**config.mk**
```make
export PLATFORM = sky130hd
export DESIGN_NAME = ocdbg_port
export DESIGN_NICKNAME = d
export VERILOG_FILES = /design/src/common/ocdbg_pkg.sv /design/src/logic/ocdbg_port.sv /design/src/logic/ocdbg_fifo.sv
export SDC_FILE = /design/constraint.sdc
export NUM_CORES = 1
export LEC_CHECK = 0
export CORE_AREA = 2 2 149 151
export DETAILED_ROUTE_END_ITERATION = 10
export DIE_AREA = 0 0 151 153
export DONT_BUFFER_PORTS = 1
export PLACE_DENSITY = 0.67
export SYNTH_ARGS = -nofsm -noshare
export SYNTH_HDL_FRONTEND = slang
export SYNTH_HIERARCHICAL = 1
export SYNTH_SLANG_ARGS = --single-unit
```
**constraint.sdc**
```tcl
create_clock -name pclk -period 3.9 [get_ports pclk]
set_clock_uncertainty 0.1 [all_clocks]
set_input_delay 0.39 -clock pclk [delete_from_list [all_inputs] [get_ports pclk]]
set_output_delay 0.39 -clock pclk [all_outputs]
set_load 0.02 [all_outputs]
```
**src/common/ocdbg_pkg.sv**
```systemverilog
// Shared constants and types of the on-chip debugger serial port.
// Assumes a 250 MHz pclk and a 32-bit APB register bus.
package ocdbg_pkg;

   localparam int ADDR_W = 8;
   localparam int CNT_W = 16;
   localparam int CHAR_BITS = 8;
   localparam int FRAME_BITS = 10;
   localparam int FIFO_DEPTH = 8;

   // Register byte offsets
   localparam logic [ADDR_W-1:0] REG_STATE_REPORT = 8'h00;
   localparam logic [ADDR_W-1:0] REG_CONTROL = 8'h04;
   localparam logic [ADDR_W-1:0] REG_RX_DATA = 8'h08;
   localparam logic [ADDR_W-1:0] REG_TX_DATA = 8'h0c;
   localparam logic [ADDR_W-1:0] REG_BIT_PERIOD = 8'h10;

   // Field positions
   localparam int CTRL_DEBUG_POS = 0;
   localparam int DATA_FLAG_POS = 8;

   localparam logic [7:0] STATE_REPORT_RESET = 8'h00;
   localparam logic [4:0] STATUS_RESERVED = 5'h00;

   // Autobaud: the 80h character is eight low bit times, so the period is count / 8
   localparam int AUTOBAUD_SHIFT = 3;
   localparam logic [CNT_W-1:0] MIN_PERIOD = 16'h0001;

   // Unlock key: 32 low pulses, long pulse is a one; the value is arbitrary
   localparam int KEY_BITS = 32;
   localparam logic [31:0] KEY_VALUE = 32'h5a3c_96e1;
   localparam int CLK_PERIOD_NS = 4;
   localparam int KEY_SPLIT_NS = 1000;
   localparam logic [CNT_W-1:0] KEY_SPLIT_CYC = CNT_W'((KEY_SPLIT_NS + CLK_PERIOD_NS - 1) / CLK_PERIOD_NS);

   typedef enum logic [2:0] {
      ST_LOCKED = 3'b000,
      ST_BAUD_WAIT = 3'b001,
      ST_BAUD_MEASURE = 3'b010,
      ST_IDLE = 3'b011,
      ST_RX = 3'b100,
      ST_TX = 3'b101
   } ocdbg_state_t;

   typedef struct packed {
      logic debug_mode;
      logic halted;
      logic read_protect_option_effect;
      logic [4:0] reserved;
   } ocdbg_status_t;

endpackage : ocdbg_pkg

```
**src/logic/ocdbg_port.sv**
```systemverilog
// On-chip debugger serial port: single-wire link, autobaud, unlock, status over APB.
// Assumes pins synchronous to pclk and reset-source events as one-cycle pulses.
//
// Overview of operation
// [RULE1] Debug mode ends when software writes the control bit to zero or on any power-on, brown-out, watchdog or pin reset.
// [RULE2] A low debug line during stop mode requests a system reset and leaves debug mode.
// [RULE3] Each character is one low start bit, eight data bits least significant first, and one high stop bit.
// [RULE4] A reply may start as soon as the stop bit of the incoming character has been sampled.
// [RULE5] The host drives a stop bit high for at most half a bit time.
// [RULE6] The host should drive the debug line open-drain.
// [RULE7] After any reset the port sends nothing until the host has sent data.
// [RULE8] The host sends 80h as its first character after reset.
// [RULE9] The first character is measured as one unbroken low stretch of eight bit times.
// [RULE10] The low stretch is counted in clocks and divided by eight to give the bit period for receive and transmit.
// [RULE11] On small parts the port unlocks only after a 32-bit key on the debug line while the reset pin is low.
// [RULE12] After the reset pin rises on an unlocked part the line accepts the autobaud character and debug mode begins.
// [RULE13] Status bit 7 shows debug mode; all status bits are read-only and reset to zero. Bits 6 and 5 follow their inputs even in reset.
// [RULE14] Status bit 6 shows that the processor is halted.
// [RULE15] Status bit 5 is zero when the read-lock option is in force and one when it has no effect.
// [RULE16] Status bits 4 to 0 read as zero.
`timescale 1ns/1ps
module ocdbg_port
   import ocdbg_pkg::*;
(
   input wire logic pclk,
   input wire logic presetn,
   input wire logic psel,
   input wire logic penable,
   input wire logic pwrite,
   input wire logic [ADDR_W-1:0] paddr,
   input wire logic [31:0] pwdata,
   output logic [31:0] prdata,
   output logic pready,
   output logic pslverr,
   input wire logic debug_line_in,
   output logic debug_line_out,
   output logic debug_line_oe_n,
   input wire logic shared_reset_pin_in,
   input wire logic small_pin_part,
   input wire logic power_on_reset,
   input wire logic brown_out_reset,
   input wire logic watchdog_reset,
   input wire logic stop_mode,
   input wire logic cpu_halted,
   input wire logic flash_read_lock_option,
   output logic system_reset_req,
   output logic debug_mode
);

   function automatic logic is_mapped(input logic [ADDR_W-1:0] a);
      is_mapped = (a == REG_STATE_REPORT) || (a == REG_CONTROL) || (a == REG_RX_DATA) ||
                  (a == REG_TX_DATA) || (a == REG_BIT_PERIOD);
   endfunction : is_mapped

   function automatic logic [CNT_W-1:0] at_least_one(input logic [CNT_W-1:0] v);
      at_least_one = (v < MIN_PERIOD) ? MIN_PERIOD : v;
   endfunction : at_least_one

   ocdbg_state_t state, next_state;
   logic [CNT_W-1:0] cnt, next_cnt;
   logic [CNT_W-1:0] period, next_period;
   logic [3:0] bit_idx, next_bit_idx;
   logic [FRAME_BITS-1:0] shreg, next_shreg;
   logic [CNT_W-1:0] key_len, next_key_len;
   logic [KEY_BITS-1:0] key_shift, next_key_shift;
   logic [5:0] key_cnt, next_key_cnt;
   logic unlocked, next_unlocked;
   logic next_debug_mode;
   logic line_q;
   logic rx_hold_valid, next_rx_hold_valid;
   logic [7:0] rx_hold, next_rx_hold;
   logic tx_pend_valid, next_tx_pend_valid;
   logic [7:0] tx_pend, next_tx_pend;
   logic next_line_out, next_line_oe_n, next_sysrst;
   logic [31:0] next_prdata;
   logic next_pready, next_pslverr;

   logic fifo_in_ready, fifo_out_valid, fifo_pop;
   logic [7:0] fifo_out_data;

   logic hard_rst, pin_rst, stop_wake, apb_done, ctrl_write, tx_write;
   logic [CNT_W-1:0] target;
   ocdbg_status_t status;

   assign hard_rst = power_on_reset || brown_out_reset || watchdog_reset;
   assign pin_rst = !shared_reset_pin_in;
   assign stop_wake = stop_mode && !debug_line_in;
   assign apb_done = psel && penable && pready;
   assign ctrl_write = apb_done && pwrite && (paddr == REG_CONTROL);
   assign tx_write = apb_done && pwrite && (paddr == REG_TX_DATA);
   assign fifo_pop = apb_done && !pwrite && (paddr == REG_RX_DATA);
   assign target = (bit_idx == 4'h0) ? at_least_one(period >> 1) : period;

   always_comb begin
      status.debug_mode = debug_mode; // RULE13
      status.halted = cpu_halted; // RULE14
      status.read_protect_option_effect = !flash_read_lock_option; // RULE15
      status.reserved = STATUS_RESERVED; // RULE16
   end

   // Received characters queue here; with the queue full, one more waits in rx_hold and the receiver then stays idle
   ocdbg_fifo #(
      .WIDTH(CHAR_BITS),
      .DEPTH(FIFO_DEPTH)
   ) u_rx_fifo (
      .pclk(pclk),
      .presetn(presetn),
      .in_valid(rx_hold_valid),
      .in_ready(fifo_in_ready),
      .in_data(rx_hold),
      .out_valid(fifo_out_valid),
      .out_ready(fifo_pop),
      .out_data(fifo_out_data)
   );

   // Link, unlock and debug-mode state
   always_comb begin
      next_state = state;
      next_cnt = cnt;
      next_period = period;
      next_bit_idx = bit_idx;
      next_shreg = shreg;
      next_key_len = key_len;
      next_key_shift = key_shift;
      next_key_cnt = key_cnt;
      next_unlocked = unlocked;
      next_debug_mode = debug_mode;
      next_rx_hold_valid = rx_hold_valid && !fifo_in_ready;
      next_rx_hold = rx_hold;
      next_tx_pend_valid = tx_pend_valid;
      next_tx_pend = tx_pend;
      next_sysrst = stop_wake; // RULE2

      if (tx_write && !tx_pend_valid) begin
         next_tx_pend_valid = 1'b1;
         next_tx_pend = pwdata[7:0];
      end
      if (ctrl_write && !pwdata[CTRL_DEBUG_POS]) begin
         next_debug_mode = 1'b0; // RULE1
      end

      if (hard_rst) begin
         next_unlocked = 1'b0;
      end

      if (hard_rst || pin_rst || stop_wake) begin
         // Every reset source drops debug mode and re-arms autobaud, or returns a locked small part to ST_LOCKED
         next_debug_mode = 1'b0; // RULE1
         next_state = (small_pin_part && !next_unlocked) ? ST_LOCKED : ST_BAUD_WAIT; // RULE7
         next_cnt = '0;
         next_bit_idx = '0;
         next_tx_pend_valid = 1'b0;
         if (pin_rst && !hard_rst && small_pin_part && !unlocked) begin
            // Key bits are low pulses; width decides the bit value
            if (!debug_line_in) begin
               next_key_len = (key_len == '1) ? key_len : CNT_W'(key_len + 1'b1);
            end else if (!line_q) begin
               next_key_shift = {key_shift[KEY_BITS-2:0], (key_len >= KEY_SPLIT_CYC)};
               next_key_len = '0;
               if (key_cnt == 6'(KEY_BITS - 1)) begin
                  next_key_cnt = '0;
                  next_unlocked = (next_key_shift == KEY_VALUE); // RULE11
               end else begin
                  next_key_cnt = 6'(key_cnt + 1'b1);
               end
            end
         end else begin
            next_key_len = '0;
            next_key_cnt = '0;
         end
      end else begin
         case (state)
            ST_LOCKED: begin
               if (!small_pin_part || unlocked) begin
                  next_state = ST_BAUD_WAIT; // RULE12
               end
            end
            ST_BAUD_WAIT: begin
               if (!debug_line_in) begin
                  next_state = ST_BAUD_MEASURE;
                  next_cnt = 16'h0001;
               end
            end
            ST_BAUD_MEASURE: begin
               if (debug_line_in) begin
                  // Eight low bit times measured; shift by three gives one bit
                  next_period = at_least_one(cnt >> AUTOBAUD_SHIFT); // RULE9 RULE10
                  next_debug_mode = 1'b1; // RULE12
                  next_state = ST_IDLE;
                  next_cnt = '0;
               end else if (cnt != '1) begin
                  next_cnt = CNT_W'(cnt + 1'b1);
               end
            end
            ST_IDLE: begin
               next_cnt = '0;
               next_bit_idx = '0;
               if (!rx_hold_valid && !debug_line_in && line_q) begin
                  next_state = ST_RX;
               end else if (tx_pend_valid) begin
                  next_state = ST_TX; // RULE4
                  next_shreg = {1'b1, tx_pend, 1'b0}; // RULE3
                  next_tx_pend_valid = 1'b0;
               end
            end
            ST_RX: begin
               next_cnt = CNT_W'(cnt + 1'b1);
               if (next_cnt >= target) begin
                  next_cnt = '0;
                  if (bit_idx == 4'h0 && debug_line_in) begin
                     next_state = ST_IDLE;
                  end else begin
                     next_shreg = {debug_line_in, shreg[FRAME_BITS-1:1]}; // RULE3
                     next_bit_idx = 4'(bit_idx + 1'b1);
                     if (bit_idx == 4'(FRAME_BITS - 1)) begin
                        // Stop sampled mid-bit; the line is free for a reply now
                        next_state = ST_IDLE; // RULE4
                        if (debug_line_in) begin
                           next_rx_hold_valid = 1'b1;
                           next_rx_hold = next_shreg[CHAR_BITS:1];
                        end
                     end
                  end
               end
            end
            ST_TX: begin
               next_cnt = CNT_W'(cnt + 1'b1);
               if (next_cnt >= period) begin
                  next_cnt = '0;
                  next_shreg = {1'b1, shreg[FRAME_BITS-1:1]};
                  next_bit_idx = 4'(bit_idx + 1'b1);
                  if (bit_idx == 4'(FRAME_BITS - 1)) begin
                     next_state = ST_IDLE;
                  end
               end
            end
            default: begin
               next_state = ST_BAUD_WAIT;
            end
         endcase
      end

      // The port drives only while a frame is being sent
      next_line_oe_n = (next_state != ST_TX); // RULE7
      next_line_out = (next_state == ST_TX) ? next_shreg[0] : 1'b1;
   end

   always_ff @(posedge pclk or negedge presetn) begin
      if (!presetn) begin
         state <= ST_LOCKED;
         cnt <= '0;
         period <= MIN_PERIOD;
         bit_idx <= '0;
         shreg <= '1;
         key_len <= '0;
         key_shift <= '0;
         key_cnt <= '0;
         unlocked <= 1'b0;
         debug_mode <= 1'b0;
         line_q <= 1'b1;
         rx_hold_valid <= 1'b0;
         rx_hold <= '0;
         tx_pend_valid <= 1'b0;
         tx_pend <= '0;
         debug_line_out <= 1'b1;
         debug_line_oe_n <= 1'b1;
         system_reset_req <= 1'b0;
      end else begin
         state <= next_state;
         cnt <= next_cnt;
         period <= next_period;
         bit_idx <= next_bit_idx;
         shreg <= next_shreg;
         key_len <= next_key_len;
         key_shift <= next_key_shift;
         key_cnt <= next_key_cnt;
         unlocked <= next_unlocked;
         debug_mode <= next_debug_mode;
         line_q <= debug_line_in;
         rx_hold_valid <= next_rx_hold_valid;
         rx_hold <= next_rx_hold;
         tx_pend_valid <= next_tx_pend_valid;
         tx_pend <= next_tx_pend;
         debug_line_out <= next_line_out;
         debug_line_oe_n <= next_line_oe_n;
         system_reset_req <= next_sysrst;
      end
   end

   // APB slave: read data is captured in the setup cycle, answer in the first access cycle
   always_comb begin
      next_pready = psel && !penable;
      next_pslverr = 1'b0;
      next_prdata = '0;
      if (psel && !penable) begin
         next_pslverr = !is_mapped(paddr) || (pwrite && (paddr == REG_STATE_REPORT || paddr == REG_RX_DATA ||
                        paddr == REG_BIT_PERIOD)) || (pwrite && paddr == REG_TX_DATA && tx_pend_valid);
         if (!pwrite) begin
            case (paddr)
               REG_STATE_REPORT: next_prdata = {24'h000000, status}; // RULE13 RULE14 RULE15 RULE16
               REG_CONTROL: next_prdata = {31'h00000000, debug_mode};
               REG_RX_DATA: next_prdata = {23'h000000, fifo_out_valid, fifo_out_data};
               REG_TX_DATA: next_prdata = {23'h000000, tx_pend_valid, tx_pend};
               REG_BIT_PERIOD: next_prdata = {16'h0000, period};
               default: next_prdata = '0;
            endcase
         end
      end
   end

   always_ff @(posedge pclk or negedge presetn) begin
      if (!presetn) begin
         prdata <= '0;
         pready <= 1'b0;
         pslverr <= 1'b0;
      end else begin
         prdata <= next_prdata;
         pready <= next_pready;
         pslverr <= next_pslverr;
      end
   end

endmodule : ocdbg_port

```
**src/logic/ocdbg_fifo.sv**
```systemverilog
// Synchronous FIFO with valid/ready on both sides, flip-flop storage.
// Assumes one clock and an active-low asynchronous reset.
`timescale 1ns/1ps
module ocdbg_fifo #(
   parameter int WIDTH = 8,
   parameter int DEPTH = 8
) (
   input wire logic pclk,
   input wire logic presetn,
   input wire logic in_valid,
   output logic in_ready,
   input wire logic [WIDTH-1:0] in_data,
   output logic out_valid,
   input wire logic out_ready,
   output logic [WIDTH-1:0] out_data
);
   localparam int PW = $clog2(DEPTH);

   logic [WIDTH-1:0] mem [DEPTH];
   logic [PW-1:0] wr_ptr, rd_ptr, next_wr_ptr, next_rd_ptr;
   logic [PW:0] count, next_count;
   logic push, pop;

   assign in_ready = (count != (PW+1)'(DEPTH));
   assign out_valid = (count != '0);
   assign out_data = mem[rd_ptr];
   assign push = in_valid && in_ready;
   assign pop = out_valid && out_ready;

   always_comb begin
      next_wr_ptr = wr_ptr;
      next_rd_ptr = rd_ptr;
      next_count = count;
      if (push) begin
         next_wr_ptr = (wr_ptr == PW'(DEPTH - 1)) ? '0 : PW'(wr_ptr + 1'b1);
      end
      if (pop) begin
         next_rd_ptr = (rd_ptr == PW'(DEPTH - 1)) ? '0 : PW'(rd_ptr + 1'b1);
      end
      if (push && !pop) begin
         next_count = (PW+1)'(count + 1'b1);
      end else if (pop && !push) begin
         next_count = (PW+1)'(count - 1'b1);
      end
   end

   always_ff @(posedge pclk or negedge presetn) begin
      if (!presetn) begin
         wr_ptr <= '0;
         rd_ptr <= '0;
         count <= '0;
      end else begin
         wr_ptr <= next_wr_ptr;
         rd_ptr <= next_rd_ptr;
         count <= next_count;
      end
   end

   // Storage needs no reset; out_valid guards it
   always_ff @(posedge pclk) begin
      if (push) begin
         mem[wr_ptr] <= in_data;
      end
   end

endmodule : ocdbg_fifo

```
# Word-level counts from Yosys, hierarchy flattened
# Memory sizes are Yosys's and may differ from the RTL's.
# Index checks and enable logic that the tools add are counted.
word_totals:
  regBits: 170
  mem_bits_rw: 64
  inputBits: 54
  word_cells: 220
  mem_count: 1
memory_table:
  columns: ["memory", "depth", "word_bits", "rd", "rd_ports_with_merged_regs", "wr", "line_no", "text"]
  rows:
  - ["u_rx_fifo.mem", 8, 8, 1, 0, 1, "ocdbg_fifo.sv:19", "logic [WIDTH-1:0] mem [DEPTH];"]
op_classes:
  add_sub_neg: 8
  magnitude_cmp: 5
  eq_ne: 33
  mux: 74
  n_bitwise: 3
  n_reduce_logical: 71
op_table:
  columns: ["operator", "count"]
  rows:
  - ["16-bit two-way mux", 13]
  - ["16-bit case mux with 5 select lines", 2]
  - ["10-bit two-way mux", 5]
  - ["3-bit two-way mux", 12]
  - ["16-bit by 1-bit adder with 16-bit output, second input constant", 2]
  - ["32-bit by 31-bit == test with 1-bit output, second input constant", 1]
  - ["16-bit greater-or-equal comparator", 2]
  - ["10-bit case mux with 3 select lines", 1]
  - ["1-bit two-way mux", 27]
  - ["1-bit logical AND", 26]
  - ["4-bit two-way mux", 6]
  - ["6-bit two-way mux", 4]
  - ["3-bit inequality test, second input constant", 7]
  - ["3-bit case mux with 6 select lines", 1]
  - ["16-bit == test, second input constant", 1]
  - ["8-bit by 4-bit == test with 1-bit output, second input constant", 2]
  - ["16-bit by 8-bit greater-or-equal comparator with 1-bit output, second input constant", 1]
  - ["1-bit logical NOT", 16]
  - ["16-bit inequality test, second input constant", 1]
  - ["3-bit == test, second input constant", 5]
  - ["15-bit by 1-bit < comparator with 1-bit output, second input constant", 1]
  - ["15-bit two-way mux", 1]
  - ["2-bit inequality test, second input constant", 7]
  - ["1-bit logical OR", 13]
  - ["other kinds (26)", 37]

# Longest topological paths before layout
depth:
  ltp_word: 10
  mapped_depth: 16
  mapped_depth_nobuf: 14

# Modules after synthesis
# The synthesis kept the hierarchy.
modules_own_cells:
  columns: ["module", "n_inst", "cells_each", "area_each_um2"]
  rows:
  - ["ocdbg_port", 1, 743, 7475.9]
  - ["ocdbg_fifo", 1, 159, 3164.3]

# Worst setup path after synthesis
# Ideal clock, no wire load.
synth_path:
  path_type: "reg2reg"
  startpoint: "register bit_idx[0]"
  endpoint: "register debug_line_out"
  setup_time_ps: 82
  t_arrival_ps: 3546
  t_required_ps: 3718
  slack_ps: 172
  path_stages_with_launch: 16
  path_buffers: 1
  cell_sequence: "dfrtp_1 > inv_1 > ha_1 > nor3b_1 > clkbuf_1 > nor2_1 > a21oi_1 > ha_1 > a21oi_1 > o21ai_0 > a2111oi_0 > a21oi_1 > o211ai_2 > a211oi_2 > a221o_1 > or2_1"
synth_via:
  word_cells_on_any_way: 17
  classes_between: "order compare: 1; eq/ne: 2; mux: 12; reduce/logical: 2"
synth_lines:
  columns: ["item", "line_no", "text"]
  rows:
  - ["start, declared", "ocdbg_port.sv:62", "logic [3:0] bit_idx, next_bit_idx;"]
  - ["start signal, assigned", "ocdbg_port.sv:272", "bit_idx <= next_bit_idx;"]
  - ["4-bit logical NOT *", "ocdbg_port.sv:92, ocdbg_port.sv:210", null]
  - ["16-bit two-way mux / 1-bit logical AND (equally long branches)", "ocdbg_port.sv:92, ocdbg_port.sv:210", null]
  - ["16-bit greater-or-equal comparator / 10-bit two-way mux (equally long branches)", "ocdbg_port.sv:208, ocdbg_port.sv:210", null]
  - ["10-bit two-way mux *", "ocdbg_port.sv:208", "if (next_cnt >= target) begin"]
  - ["10-bit case mux with 3 select lines *", "ocdbg_port.sv:172", "case (state)"]
  - ["1-bit two-way mux *", "ocdbg_port.sv:146", "if (hard_rst || pin_rst || stop_wake) begin"]
  - ["net next_shreg[0]", "ocdbg_port.sv:63", "logic [FRAME_BITS-1:0] shreg, next_shreg;"]
  - ["1-bit two-way mux *", "ocdbg_port.sv:245", "next_line_out = (next_state == ST_TX) ? next_shreg[0] : 1'b1;"]
  - ["net next_line_out", "ocdbg_port.sv:74", "logic next_line_out, next_line_oe_n, next_sysrst;"]
  - ["end signal, assigned", "ocdbg_port.sv:284", "debug_line_out <= next_line_out;"]
  - ["end, declared", "ocdbg_port.sv:36", "output logic debug_line_out,"]
# The timed path passes the listed nets; every way through them passes the cells marked *. The select of a mux whose other input is x is not followed.
# A chain may end at the register's enable or synchronous reset.

# Final worst setup path
layout_path:
  startpoint: "register cnt[2]"
  endpoint: "register debug_line_out"
layout_via:
  word_cells_on_any_way: 13
  classes_between: "add/sub: 1; order compare: 2; eq/ne: 1; mux: 9"
layout_lines:
  columns: ["item", "line_no", "text"]
  rows:
  - ["start, declared", "ocdbg_port.sv:60", "logic [CNT_W-1:0] cnt, next_cnt;"]
  - ["start signal, assigned", "ocdbg_port.sv:270", "cnt <= next_cnt;"]
  - ["16-bit by 1-bit adder with 16-bit output *", "ocdbg_port.sv:207, ocdbg_port.sv:227", null]
  - ["16-bit greater-or-equal comparator, on equally long branches", "ocdbg_port.sv:228, ocdbg_port.sv:208", null]
  - ["10-bit two-way mux, on equally long branches", "ocdbg_port.sv:228, ocdbg_port.sv:208", null]
  - ["10-bit case mux with 3 select lines *", "ocdbg_port.sv:172", null]
  - ["1-bit two-way mux *", "ocdbg_port.sv:146", null]
  - ["net next_shreg[0]", "ocdbg_port.sv:63", null]
  - ["1-bit two-way mux *", "ocdbg_port.sv:245", null]
  - ["net next_line_out", "ocdbg_port.sv:74", null]
# Marked as above.

==> flow_summary_export.csv <==
group,metric,value,unit
yosys,synth.cell_area,0.0106,sq mm
yosys,synth.most_common_cell,"dfrtp_1",
finish,design_area,0.0119,sq mm
yosys,yosysUniqueCellTypes,84,
finish,syn_to_final_growth,12.2,%
pwr,power_frac_comb,2.4,%
routing,drtAntennaViolNets,0,
finish,fin_nets,1034,
setup_path,cp.arrival,3950,ps
floorplan,start_util,49.5,%
finish,final_core_util,55.5,%
routing,wl_per_cell,17.8,um
pwr,seq_power_share,51.0,%
sta,worst_slack,270,ps
routing,routed_wl,21.9,mm
clocking,cts_tree,"done",
run_status,status,"completed",
yosys,synth-main-ff-cell,"dfrtp_1",
clocking,cts.clk_slew.worst_paths,60,ps
setup_path,critical_path_required,4220,ps
clocking,clock-sinks,212,
routing,viasPerCell,5.68,
global_route,gr-total-overflow,0,
sta,holdWs,36.5,ps
routing,vias,7009,
finish,antennaDiodeCount,0,
clocking,numCtsBuffers,23,
pwr,p_int,3.57,mW
sta,min_period,3630,ps
clocking,clock_latency,510,ps
sta,worst_slew_pin_slew,1240,ps
sta,final-setup-viol-count,0,
finish,seqCellArea,0.00564,sq mm
finish,multi_input_area,0.00467,sq mm
global_route,grt_usage,19.4,%
pwr,switchingPower,0.947,mW
setup_path,start_kind,"flip-flop",
yosys,avgSynthCellArea,11.8,sq um
setup_path,crit_path_end_kind,"flip-flop",
yosys,ys_seq_elements,212,
yosys,seq_area_frac_synth,53.0,%
global_route,antenna_found_initial,0,
worst_hold_path,hold_class,"input pin to flip-flop",
sta,clock.fmax,275,MHz
yosys,synth_top_area_share,31.5,%
worst_hold_path,holdPathStages,2,
sta,slew_headroom,16.7,%
yosys,ys_warn_count,6,
floorplan,dieArea,0.0231,sq mm
floorplan,die_w,151,um
sta,slew_viol_final,0,
sta,hold_viol_final,0,
pwr,swShare,21.0,%
global_route,grt_pass1_wl,36.1,mm
place,pre_cts_ws,167,ps
pwr,p_clk_share,46.6,%
yosys,async_flop_share,69.8,%
yosys,synth_common_cells,"dfrtp_1 (134), nor2_1 (73), edfxtp_1 (64), mux2_2 (57), nand2_1 (54)",
sta,rsz0062_at_grt,"false",
global_route,grt_max_degree,149,
finish,final_cells,1234,
pwr,leakage,5.22,nW
floorplan,io_pins,92,
clocking,htreeDepth,1,
finish,layout-drive-gt1-share,18.6,%
routing,drc_errors,0,
floorplan,core_area,0.0215,sq mm
routing,first_pass_iters,5,
floorplan,die_h,153,um
clocking,clockBufferDepth,3,
pwr,ir_drop,0.000248,V
place,dpl-instance-area,0.0110,sq mm
setup_path,criticalPathCategory,"flip-flop to flip-flop",
pwr,p_per_area,378,mW/mm^2
global_route,grt_pass1_vias,6965,
yosys,synth-edff-count,64,
yosys,synth_top_area_cell,"dfrtp_1",
pwr,power,4.51,mW
setup_path,r2r_cells,13,
floorplan,rows,54,
place,dp.cells,1178,
finish,num-fill-cells,1807,
sta,finalCritPeriodShare,93.1,%
place,place_hpwl,15.4,mm
yosys,syn_inst,902,
setup_path,path_max_fanout,8,
routing,drt_first_iter_violations,413,
place,gp_congestion,0.864,
sta,setup-tns-final,0,ps
clocking,cts_root_buf,"clkbuf_16",
yosys,ys_top_cells_by_area,"dfrtp_1 (32%), edfxtp_1 (18%), mux2_2 (6.0%), ha_1 (4.9%), dfstp_2 (3.5%)",
run,drv_cap,0,
place,io_buffers,0,
## routing by layer
metal	track usage [%]	routed length (um)	vias to the layer above
met4	5.21	408	0
li1	-	-	3380
met5	0	0	-
met3	2.78	830	34
met2	32.5	10800	128
met1	26.6	9850	3467
## path summary, 6_finish.rpt
kind                          start             end  slack (ps)
hold reg to reg            unlocked        unlocked         390
setup reg to reg             cnt[2]  debug_line_out         270
setup / recovery             cnt[2]  debug_line_out         270
hold / removal             paddr[3]         pslverr          40
max in group asynchronous   presetn       prdata[6]        2610
min in group asynchronous   presetn          cnt[7]         400
## power by group through the flow
stage	logic (mW)	registers, mW	clock network [mW]
global route	0.123	2.30	2.25
floorplan	0.0722	2.34	0
CTS	0.110	2.30	2.15
global placement	0.0630	2.34	0
finish	0.109	2.30	2.10
detailed placement	0.0639	2.34	0
## placed cells by master (no fill, tap or decap), types with 7 or more instances in the layout
| cell type | instances |
|---|---|
| a21o_1 | 11 |
| dlygate4sd3_1 | 13 |
| nand2b_1 | 13 |
| inv_1 | 38 |
| nand2_1 | 54 |
| nand4_1 | 9 |
| edfxtp_1 | 64 |
| clkbuf_16 | 23 |
| nor4_1 | 9 |
| dfrtp_1 | 133 |
| clkbuf_1 | 8 |
| o21ai_0 | 41 |
| nor2_1 | 72 |
| a222oi_1 | 8 |
| xor2_1 | 10 |
| mux4_1 | 8 |
| nor3_1 | 25 |
| conb_1 | 19 |
| a22oi_1 | 8 |
| mux2_2 | 57 |
| mux4_2 | 8 |
| mux2_4 | 9 |
| or3_1 | 7 |
| nand3_1 | 28 |
| dfstp_2 | 14 |
| a21oi_1 | 42 |
| and3_1 | 13 |
| a22o_1 | 10 |
| xnor2_1 | 15 |
| ha_1 | 41 |
| buf_4 | 26 |
| nor2b_1 | 7 |
## critical path, cell delays in order (launching register included)
cell and delay, ps:
dfrtp_1 460, and3_1 230, nand3_2 120, or3_1 390, nand2_1 120, ha_1 270
a21oi_1 150, a21boi_0 120, o31a_1 290, a311o_1 400, o21ai_4 210, a211oi_2 100
a221o_1 390, or2_1 220
## cell families after synthesis
| family | Yosys count | share of synthesized area, % |
|---|---|---|
| AND/OR/NAND/NOR | 275 | 13.3 |
| adder cells (fa/ha/maj) | 43 | 5.13 |
| multiplexers | 87 | 11.5 |
| AO/OA/AOI/OAI | 170 | 10.8 |
| flip-flops | 212 | 53.0 |
| other | 1 | 0.0352 |
| XOR/XNOR | 25 | 2.06 |
| buffers and inverters | 89 | 4.16 |
## sequential cells by signal, summed over array words and instances, names as in the netlist, 10 cells and up
name and flops:
cnt 16, period 13, key_shift 31, shreg 10, u_rx_fifo/mem 64, prdata 13
key_len 16
## timing repair
action / CTS / global route
endpoints found under the hold margin: 161 / 0
setup buffers: 0 / 0
hold buffers: 14 / 0
gates resized for setup: 0 / 12
setup endpoints to repair: 0 / 37
## area by class of cell
class	instances	area share, %
clock inverter	10	0.902
inverter	39	1.23
clock buffer	32	5.19
timing repair buffer	42	3.29
tap	280	2.94
sequential	212	47.3
multi-input combinational	619	39.2
(Power assumes the default switching activity.)
